### config.mk
export PLATFORM = sky130hd
export DESIGN_NAME = ebct_timer
export DESIGN_NICKNAME = d
export VERILOG_FILES = /design/src/core/ebct_pkg.sv /design/src/core/ebct_timer.sv
export SDC_FILE = /design/constraint.sdc
export NUM_CORES = 1
export LEC_CHECK = 0
export ABC_AREA = 1
export BUFFER_PORTS_ARGS = -buffer_cell sky130_fd_sc_hd__buf_2
export CAP_MARGIN = 10
export CORE_MARGIN = 5
export CORE_UTILIZATION = 50
export CTS_BUF_LIST = sky130_fd_sc_hd__clkbuf_4
export CTS_CLUSTER_DIAMETER = 100
export CTS_CLUSTER_SIZE = 14
export DETAILED_ROUTE_END_ITERATION = 7
export PLACE_DENSITY = 0.77
export SYNTH_ARGS = -nofsm -noshare
export SYNTH_HDL_FRONTEND = slang
export SYNTH_SLANG_ARGS = --single-unit
### constraint.sdc
create_clock -name clk_sys -period 2 [get_ports clk_sys]
set_input_delay 0.4 -clock clk_sys [delete_from_list [all_inputs] [get_ports clk_sys]]
set_output_delay 0.4 -clock clk_sys [all_outputs]
set_load 0.05 [all_outputs]
### src/core/ebct_pkg.sv
// Constants and carrier types for the eight-bit compare timer.
// Assumes a single system clock; all control bits arrive as plain ports.
//
// How it works
// - Software picks one of seven clocks (four prescaled internal, three external edge modes) and counting starts once one is picked.
// - A wrap of the counter from its top value to zero sets the overflow flag.
// - The overflow interrupt request is raised only while its enable bit is 1.
// - The counter is compared with both compare values all the time and a match sets flag A or B.
// - The match signal is asserted in the last clock state in which counter and compare value are equal.
// - A match interrupt request for A or B is raised only while its enable bit is 1.
// - A match A or B drives the timer output pin with the action chosen by the four-bit output select.
// - Clear select 01 or 10 clears the counter on match A or match B.
// - Clear select 11 clears the counter on a rising edge of the external clear input.
// - With the trigger gate on, any clear source halts counting right after the counter clears.
// - After such a halt, counting resumes on the trigger input edge chosen by the edge select.
package ebct_pkg;

   // ****************************************
   // Clock selection codes: clock_source_sel with bit 2 inverted by int_clock_sel_lo
   // ****************************************
   localparam logic [2:0] CKS_STOP = 3'h0;
   localparam logic [2:0] CKS_DIV4 = 3'h1;
   localparam logic [2:0] CKS_DIV8 = 3'h2;
   localparam logic [2:0] CKS_DIV16 = 3'h3;
   localparam logic [2:0] CKS_DIV32 = 3'h4;
   localparam logic [2:0] CKS_EXT_RISE = 3'h5;
   localparam logic [2:0] CKS_EXT_FALL = 3'h6;
   localparam logic [2:0] CKS_EXT_BOTH = 3'h7;
   localparam int PRESC_BITS = 8;
   localparam logic [PRESC_BITS-1:0] PRESC_RESET = 8'h00;

   // ****************************************
   // Counter clear select and trigger edge codes
   // ****************************************
   localparam logic [1:0] CLR_NONE = 2'h0;
   localparam logic [1:0] CLR_MATCH_A = 2'h1;
   localparam logic [1:0] CLR_MATCH_B = 2'h2;
   localparam logic [1:0] CLR_EXT_PIN = 2'h3;
   localparam logic [1:0] TRG_NONE = 2'h0;
   localparam logic [1:0] TRG_RISE = 2'h1;
   localparam logic [1:0] TRG_FALL = 2'h2;
   localparam logic [1:0] TRG_BOTH = 2'h3;

   // ****************************************
   // Output action field: [3:2] on match B, [1:0] on match A
   // ****************************************
   localparam int OS_A_LSB = 0;
   localparam int OS_B_LSB = 2;
   localparam logic [1:0] OUT_KEEP = 2'h0;
   localparam logic [1:0] OUT_LOW = 2'h1;
   localparam logic [1:0] OUT_HIGH = 2'h2;
   localparam logic [1:0] OUT_TOGGLE = 2'h3;

   // ****************************************
   // Timing and reset values
   // ****************************************
   localparam int CLK_PERIOD_PS = 8000;
   localparam int CLR_PULSE_MIN_PS = 12000;   // 1.5 system clocks
   localparam int CLR_PULSE_MIN_CYC = (CLR_PULSE_MIN_PS + CLK_PERIOD_PS - 1) / CLK_PERIOD_PS;
   localparam logic [7:0] COUNT_RESET = 8'h00;
   localparam logic [7:0] COUNT_MAX = 8'hff;

   // Gate state; the run code is 1 so the gate flop drives the counting output
   typedef enum logic [0:0] {
      GATE_HALT = 1'b0,
      GATE_RUN = 1'b1
   } ebct_gate_t;

   // Synchroniser for a pin: three stages
   typedef struct packed {
      logic s1;
      logic s2;
      logic s3;
      logic level;
   } ebct_sync_t;

   // Event flags
   typedef struct packed {
      logic overflowFlag;
      logic matchFlagA;
      logic matchFlagB;
   } ebct_flags_t;

   // Whole state of the timer
   typedef struct packed {
      logic [PRESC_BITS-1:0] presc;
      logic [7:0] upCounter;
      ebct_gate_t gate;
      ebct_sync_t extClk;
      ebct_sync_t extClr;
      ebct_sync_t trig;
      ebct_flags_t flags;
      logic matchA;
      logic matchB;
      logic timerOut;
      logic irqOvf;
      logic irqMatchA;
      logic irqMatchB;
   } ebct_state_t;

endpackage : ebct_pkg

### src/core/ebct_timer.sv
// Eight-bit up counter with two compare values, flags and one output pin.
// Assumes pins are asynchronous and pass a three-stage synchroniser.
`timescale 1ns/1ns
`default_nettype none
module ebct_timer #(
   parameter int CNT_W = 8   // Counter width
) (
   input wire logic clk_sys,                     // System clock, 125 MHz
   input wire logic rst,                         // Synchronous reset, active high
   input wire logic [2:0] clock_source_sel,      // Prescaler clock select
   input wire logic int_clock_sel_lo,            // Extra internal clock select bit
   input wire logic [1:0] clear_sel,             // {clear_sel_hi, clear_sel_lo}
   input wire logic [3:0] output_action_sel,     // Output action on match
   input wire logic trigger_gate_enable,         // Gate counting with trigger
   input wire logic [1:0] trig_edge_sel,         // {trig_edge_sel_hi, trig_edge_sel_lo}
   input wire logic overflow_irq_en,             // Overflow interrupt enable
   input wire logic match_irq_en_a,              // Match A interrupt enable
   input wire logic match_irq_en_b,              // Match B interrupt enable
   input wire logic [CNT_W-1:0] compare_value_a, // Compare value A
   input wire logic [CNT_W-1:0] compare_value_b, // Compare value B
   input wire logic clear_overflow_flag,         // Pulse: clear overflow flag
   input wire logic clear_match_flag_a,          // Pulse: clear match flag A
   input wire logic clear_match_flag_b,          // Pulse: clear match flag B
   input wire logic ext_clock_pin,               // External count clock pin
   input wire logic ext_clear_input,             // External clear pin
   input wire logic trigger_input_pin,           // Trigger pin
   output logic [CNT_W-1:0] up_counter,          // Counter value
   output logic overflow_flag,                   // Sticky overflow flag
   output logic match_flag_a,                    // Sticky match flag A
   output logic match_flag_b,                    // Sticky match flag B
   output logic irq_overflow,                    // Overflow interrupt request
   output logic irq_match_a,                     // Match A interrupt request
   output logic irq_match_b,                     // Match B interrupt request
   output logic timer_out_pin,                   // Timer output pin
   output logic counting                         // High while the counter is not halted
);

   ebct_pkg::ebct_state_t st;
   ebct_pkg::ebct_state_t next_st;

   // Advance a three-stage synchroniser; level changes once s2 and s3 agree
   function automatic ebct_pkg::ebct_sync_t syncStep(input ebct_pkg::ebct_sync_t s,
                                                     input logic pin);
      ebct_pkg::ebct_sync_t r;
      r.s1 = pin;
      r.s2 = s.s1;
      r.s3 = s.s2;
      r.level = (s.s2 == s.s3) ? s.s3 : s.level;
      return r;
   endfunction : syncStep

   // Output action for one match
   function automatic logic outAction(input logic [1:0] act, input logic cur);
      case (act)
         ebct_pkg::OUT_LOW: outAction = 1'b0;
         ebct_pkg::OUT_HIGH: outAction = 1'b1;
         ebct_pkg::OUT_TOGGLE: outAction = ~cur;
         default: outAction = cur;
      endcase
   endfunction : outAction

   // ****************************************
   // Next-state logic
   // ****************************************
   logic [2:0] clkSel;
   logic tick;
   logic extRise;
   logic extFall;
   logic clrRise;
   logic trgRise;
   logic trgFall;
   logic trgHit;
   logic eqA;
   logic eqB;
   logic matchA;
   logic matchB;
   logic clearSrc;
   logic wrap;
   logic outVal;

   always_comb begin
      next_st = st;
      clkSel = {int_clock_sel_lo, 2'b00} ^ clock_source_sel;
      // Synchronise pins
      next_st.extClk = syncStep(st.extClk, ext_clock_pin);
      next_st.extClr = syncStep(st.extClr, ext_clear_input);
      next_st.trig = syncStep(st.trig, trigger_input_pin);
      extRise = next_st.extClk.level & ~st.extClk.level;
      extFall = ~next_st.extClk.level & st.extClk.level;
      clrRise = next_st.extClr.level & ~st.extClr.level;
      trgRise = next_st.trig.level & ~st.trig.level;
      trgFall = ~next_st.trig.level & st.trig.level;
      // Prescaler free-runs; select a count tick
      next_st.presc = st.presc + 8'h01;
      case (clkSel)
         ebct_pkg::CKS_DIV4: tick = (st.presc[1:0] == 2'h3);
         ebct_pkg::CKS_DIV8: tick = (st.presc[2:0] == 3'h7);
         ebct_pkg::CKS_DIV16: tick = (st.presc[3:0] == 4'hf);
         ebct_pkg::CKS_DIV32: tick = (st.presc[4:0] == 5'h1f);
         ebct_pkg::CKS_EXT_RISE: tick = extRise;
         ebct_pkg::CKS_EXT_FALL: tick = extFall;
         ebct_pkg::CKS_EXT_BOTH: tick = extRise | extFall;
         default: tick = 1'b0;
      endcase
      // Match is signalled in the last state of equality: on the tick that leaves it
      eqA = (st.upCounter == compare_value_a);
      eqB = (st.upCounter == compare_value_b);
      matchA = eqA & tick & (st.gate == ebct_pkg::GATE_RUN);
      matchB = eqB & tick & (st.gate == ebct_pkg::GATE_RUN);
      next_st.matchA = matchA;
      next_st.matchB = matchB;
      // Clear sources
      case (clear_sel)
         ebct_pkg::CLR_MATCH_A: clearSrc = matchA;
         ebct_pkg::CLR_MATCH_B: clearSrc = matchB;
         ebct_pkg::CLR_EXT_PIN: clearSrc = clrRise;
         default: clearSrc = 1'b0;
      endcase
      wrap = tick & (st.gate == ebct_pkg::GATE_RUN) & (st.upCounter == {CNT_W{1'b1}});
      // Counter and gate
      trgHit = 1'b0;
      case (trig_edge_sel)
         ebct_pkg::TRG_RISE: trgHit = trgRise;
         ebct_pkg::TRG_FALL: trgHit = trgFall;
         ebct_pkg::TRG_BOTH: trgHit = trgRise | trgFall;
         default: trgHit = 1'b0;
      endcase
      case (st.gate)
         ebct_pkg::GATE_RUN: begin
            if (clearSrc) begin
               next_st.upCounter = '0;
               if (trigger_gate_enable) begin
                  next_st.gate = ebct_pkg::GATE_HALT;
               end
            end else if (tick) begin
               next_st.upCounter = st.upCounter + 8'h01;
            end
         end
         ebct_pkg::GATE_HALT: begin
            if (clearSrc) begin
               next_st.upCounter = '0;
            end
            if (trgHit || !trigger_gate_enable) begin
               next_st.gate = ebct_pkg::GATE_RUN;
            end
         end
         default: next_st.gate = ebct_pkg::GATE_RUN;
      endcase
      // Sticky flags, set beats clear
      next_st.flags.overflowFlag = wrap | (st.flags.overflowFlag & ~clear_overflow_flag);
      next_st.flags.matchFlagA = matchA | (st.flags.matchFlagA & ~clear_match_flag_a);
      next_st.flags.matchFlagB = matchB | (st.flags.matchFlagB & ~clear_match_flag_b);
      // Interrupt requests follow flags and enables
      next_st.irqOvf = next_st.flags.overflowFlag & overflow_irq_en;
      next_st.irqMatchA = next_st.flags.matchFlagA & match_irq_en_a;
      next_st.irqMatchB = next_st.flags.matchFlagB & match_irq_en_b;
      // Output pin: match A then match B applied
      outVal = st.timerOut;
      if (matchA) begin
         outVal = outAction(output_action_sel[ebct_pkg::OS_A_LSB +: 2], outVal);
      end
      if (matchB) begin
         outVal = outAction(output_action_sel[ebct_pkg::OS_B_LSB +: 2], outVal);
      end
      next_st.timerOut = outVal;
      if (rst) begin
         next_st = '0;
         next_st.presc = ebct_pkg::PRESC_RESET;
         next_st.upCounter = ebct_pkg::COUNT_RESET;
         next_st.gate = ebct_pkg::GATE_RUN;
      end
   end

   // ****************************************
   // State register
   // ****************************************
   always_ff @(posedge clk_sys) begin
      st <= next_st;
   end

   // Outputs straight from state
   assign up_counter = st.upCounter;
   assign overflow_flag = st.flags.overflowFlag;
   assign match_flag_a = st.flags.matchFlagA;
   assign match_flag_b = st.flags.matchFlagB;
   assign irq_overflow = st.irqOvf;
   assign irq_match_a = st.irqMatchA;
   assign irq_match_b = st.irqMatchB;
   assign timer_out_pin = st.timerOut;
   assign counting = st.gate;   // Gate flop, high in the run state

endmodule : ebct_timer
`default_nettype wire
Word level (Yosys, flattened, before mapping)

Index checks and enable logic that the tools add are counted.

Output and inout bits: 16
Register bits: 36

Reductions and logical operators: 3
Mux-type cells: 17
Bitwise gates (word level): 34
Eq/ne operators: 31
$add $sub $neg: 2

Operator list:

| cell                                                                  | count |
|---|---|
| 8-bit 2-to-1 mux                                                      | 3 |
| 2-bit equality test, second input constant                            | 9 |
| 9-bit one-hot mux with 2 select lines                                 | 1 |
| 1-bit bitwise AND                                                     | 17 |
| 8-bit by 1-bit adder with 8-bit output, second input constant         | 2 |
| 8-bit equality test                                                   | 2 |
| 3-bit equality test, second input constant                            | 5 |
| 1-bit one-hot mux with 3 select lines                                 | 4 |
| 1-bit NOT                                                             | 11 |
| 2-bit by 1-bit equality test with 1-bit output, second input constant | 4 |
| 8-bit equality test, second input constant                            | 1 |
| 1-bit 2-to-1 mux                                                      | 8 |
| 1-bit one-hot mux with 7 select lines                                 | 1 |
| 3-bit by 2-bit equality test with 1-bit output, second input constant | 2 |
| 5-bit equality test, second input constant                            | 1 |
| 1-bit bitwise OR                                                      | 5 |
| 4-bit equality test, second input constant                            | 1 |
| 1-bit equality test                                                   | 3 |
| 3-bit by 1-bit equality test with 1-bit output, second input constant | 1 |
| 3-bit by 1-bit != test with 1-bit output, second input constant       | 1 |
| 3-bit XOR                                                             | 1 |
| 2-bit != test, second input constant                                  | 1 |
| 2-bit AND reduction                                                   | 1 |
| 1-bit logical NOT                                                     | 1 |
| 1-bit logical OR                                                      | 1 |

Longest topological paths before layout

Depth after elaboration: 12
Mapped depth: 16
Gate-level depth less buffers: 16

Worst setup path after synthesis

OpenSTA, ideal clock, no wires.

Kind: register to register
From: reg st, in the netlist counting
To: reg st, in the netlist up_counter[0]
Required time: 1.884 ns
Library setup time: 0.116 ns
Data arrival time: 1.634 ns
Setup slack: 0.251 ns
Stages on the path, launching flop included: 11
Cell sequence: dfxtp_1 -> inv_2 -> nor2_1 -> o21ai_1 -> nand2_1 -> nand2_2 -> inv_2 -> nand3_1 -> nand2_1 -> nand2_2 -> and3_1

Cells in the longest elaborated chain, start to end: 4
Elaborated cells between the ends (all ways): 9

Ends and longest elaborated chain:

| what                                                                                | RTL line                             | text |
|---|---|---|
| start, declared                                                                     | ebct_timer.sv:38                     | `ebct_pkg::ebct_state_t st;` |
| start signal, assigned                                                              | ebct_timer.sv:178                    | `st <= next_st;` |
| 1-bit bitwise AND (on tied branches)                                                | ebct_timer.sv:109, ebct_timer.sv:108 |  |
| 1-bit one-hot mux with 3 select lines                                               | ebct_timer.sv:113                    | `case (clear_sel)` |
| 8-bit 2-to-1 mux, or another cell as far along                                      | ebct_timer.sv:130                    | `if (clearSrc) begin` |
| 9-bit one-hot mux with 2 select lines / 2-bit AND reduction (equally long branches) | --                                   |  |

Parallel ways exist; a longest one is shown, timed or not.
A chain may end at the register's enable or synchronous reset.

Worst setup path in the final report

From: reg st[17] (netlist bit)
To: reg st, in the netlist counting

Cells in the longest elaborated chain, start to end: 10
Elaborated cells between the ends (all ways): 14

Ends and longest elaborated chain:

| what                                               | RTL line                             | text |
|---|---|---|
| 1-bit 2-to-1 mux                                   | ebct_timer.sv:48                     | `r.level = (s.s2 == s.s3) ? s.s3 : s.level;` |
| 1-bit NOT                                          | ebct_timer.sv:89                     | `extFall = ~next_st.extClk.level & st.extClk.level;` |
| 1-bit bitwise AND                                  | ebct_timer.sv:89                     |  |
| 1-bit bitwise OR                                   | ebct_timer.sv:102                    | `ebct_pkg::CKS_EXT_BOTH: tick = extRise \| extFall;` |
| 1-bit one-hot mux with 7 select lines (*)          | ebct_timer.sv:95                     | `case (clkSel)` |
| 1-bit bitwise AND (on tied branches) (2 in series) | ebct_timer.sv:109, ebct_timer.sv:108 |  |
| 1-bit one-hot mux with 3 select lines (*)          | ebct_timer.sv:113                    |  |
| 1-bit 2-to-1 mux (*)                               | ebct_timer.sv:130                    |  |
| 9-bit one-hot mux with 2 select lines (*)          | ebct_timer.sv:128                    | `case (st.gate)` |

Mark *: on every way between the ends. The rest lies on a longest branch, timed or not.

==> impl_metrics.toml <==
[clock_network]
clock_sinks = 33
cts_buffers = 5
clock_latency_ns = 0.34
cts_tree = "built"
holdBufCountCts = 0
root_buffer = "clkbuf_4"
h-tree-depth = 2
clockBufferDepth = 2
cts.clk_slew.worst_paths_ns = 0.11

[floorplanning]
start_util_pct = 51.7
pin_count = 56
rows = 23
core-area_sq_um = 4030
fp.dieH_um = 74.5
die_area_sq_um = 5550
fp.dieW_um = 74.5

[min_path]
min_from = "ext_clock_pin"
hold_path_class = "input pin to flip-flop"

[flow_run]
cap_violations = 0

[critical_path]
setup.worst_path.start_class = "flip-flop"
timing.rr.start = "st[17]"
worstSetupStartpoint = "st[17]"
endpoint_kind = "flip-flop"
crit_type = "flip-flop to flip-flop"
arrival_ns = 2.09
worst-path-max-fanout = 8
required_ns = 2.20

[synth]
ys_seq_elements = 33
synth_simple_gate_area_share_pct = 36.1
syn_area_sq_um = 2080
synth_xor_area_share_pct = 5.89
yosys_warnings = 0
syn_nets = 355
synthAdderAreaFrac_pct = 4.81
synth_top_family_by_area = "simple AND/OR/NAND/NOR gates"
muxShareOfSynthArea_pct = 0
syn_area_per_cell_sq_um = 6.78
seq_area_frac_synth_pct = 31.7
synth_cell_types = 33
synth_compound_area_share_pct = 7.33
synth_cells = 307

[cells_and_area]
finalNonFillerCells = 409
mostFrequentLayoutCell = "nand2_1"
drive_above_1_share_pct = 30.4
fillCellCount = 402
nets = 407
stdcell_area_sq_um = 2460
fin_util_pct = 61.1
syn_to_final_growth_pct = 18.2
final_cell_mix = "nand2_1 (66), buf_2 (55), inv_1 (42), nor2_1 (42), dfxtp_1 (29)"
insertedDiodeCount = 0

[detailed_routing]
route.detailed.drc = 0
ant_nets = 0
vias_per_cell = 4.76
drt_wl_total_um = 4510
dr.first_iter.drc_count = 86
first_pass_iters = 4
wl_per_cell_um = 11.0
vias = 1945

[timing]
hold_violations = 0
max_freq_ghz = 0.531
fin_crit_sh_pct = 94.1
fin_ws_ns = 0.118
skew_ns = 0.0191
setup-violations-final = 0
tightest_slew_ns = 0.335
drv_slew = 0
layout_min_cycle_time_ns = 1.88
slew_headroom_pct = 77.5

[pwr]
powerDensity_nw_per_um2 = 556
power_w = 0.00137
p_sw_w = 0.000433
clockPowerShare_pct = 26.1
leakage_nw = 1.34
seqPwrFrac_pct = 52.0
pwr-share-comb_pct = 21.9
peakVddDrop_uv = 354
intPower_w = 0.000935
switching_share_pct = 31.7

[global_route]
grt_pass1_wl_um = 7350
grt_pass1_vias = 1843
grt_max_degree = 24
track_usage_pct = 16.9
grt.overflow.total = 0
antenna_found_initial = 0

[run_status]
outcome = "finished, final reports clean"

[placement]
dpl_cell_area_sq_um = 2350
place_ws_ns = 0.125
dp_hpwl_um = 3460
dp.cells = 402
gp_congestion = 0.849
io_buffers = 55
## kinds of logic after synthesis
logic type	count (synthesis)
buffers and inverters	68
AOI/OAI and AO/OA	23
DFF	33
adders and majority gates	8
xor gates and xnor gates	14
and+or+nand+nor	161
## cells in the mapped netlist (all sizes together)
library cell	instances	share of area, %
a21oi	6	1.4
a22oi	1	0.36
a311o	1	0.48
and3	2	0.60
buf	10	3.7
clkbuf	3	0.54
clkinv	2	0.36
dfxtp	33	32
ha	8	4.8
inv	53	9.6
nand2	72	14
nand3	17	4.3
nand4	12	4.3
nor2	54	12
nor3	2	0.48
nor3b	2	0.72
o21a	2	0.72
o21ai	4	0.96
o21bai	1	0.54
o22ai	1	0.30
o31ai	7	2.5
xnor2	1	0.42
xor2	13	5.5
## critical path: stages, from the launching register on
cell	delay, ns
dfxtp_2	0.34
inv_1	0.06
nand2_1	0.05
o21a_1	0.11
ha_1	0.26
inv_1	0.07
nand2_1	0.05
nand2_1	0.06
nor2_1	0.04
nand2_1	0.10
nand2_2	0.08
inv_2	0.08
nand3_1	0.06
nand2_1	0.10
nand2_4	0.11
nand2_1	0.08
nand4_1	0.07
## final timing paths
kind | end | slack, ns | cells past startpoint
max | counting | 0.12 | 16
min | st[20] | 0.27 | 3
max reg2reg | counting | 0.12 | 16
min reg2reg | st[19] | 0.40 | 2
## cell type report
cell class / instances / area [sq um] / area share, %
well taps: 50 / 62.6 / 2.54
flip-flops and latches: 33 / 666 / 27.0
multi-input cells: 206 / 1180 / 47.9
clock inverters: 1 / 3.75 / 0.153
repair buffers: 58 / 298 / 12.1
inverters: 55 / 206 / 8.39
clock buffers: 6 / 45.0 / 1.83
## through the flow
step	setup TNS, ns	hold slack, ns
2_1_floorplan	0	0.388
3_3_place_gp	0	0.390
3_5_place_dp	0	0.395
4_1_cts	0	0.252
5_1_grt	-0.00618	0.257
6_report	0	0.272
## routing by layer
layer / part of all wire, % / vias to the layer above / global-route usage (%)
met2: 49 / 52 / 29.2
met1: 43 / 840 / 19.8
met4: 0.97 / 0 / 6.32
met3: 6.9 / 4 / 5.00
met5: 0 / - / 0
li1: - / 1049 / -
## power by group through the flow
stage,Sequential [W],Combinational [W],Clock (W)
floorplan,0.000723,0.000220,0
global placement,0.000725,0.000285,0
detailed placement,0.000726,0.000289,0
CTS,0.000711,0.000291,0.000377
global route,0.000717,0.000336,0.000397
finish,0.000711,0.000300,0.000357
## flip-flops by register name (all words and copies together) (netlist names)
signal         flops
irq_match_a        1
counting           1
timer_out_pin      1
match_flag_b       1
irq_match_b        1
overflow_flag      1
st                17
match_flag_a       1
up_counter         8
irq_overflow       1
## timing repair
action	4_1_cts	5_1_grt
hold endpoints to repair	0	0
buffers inserted	0	0
endpoints found under the setup margin	0	12
resized for setup	0	17
(Power assumes the default switching activity.)
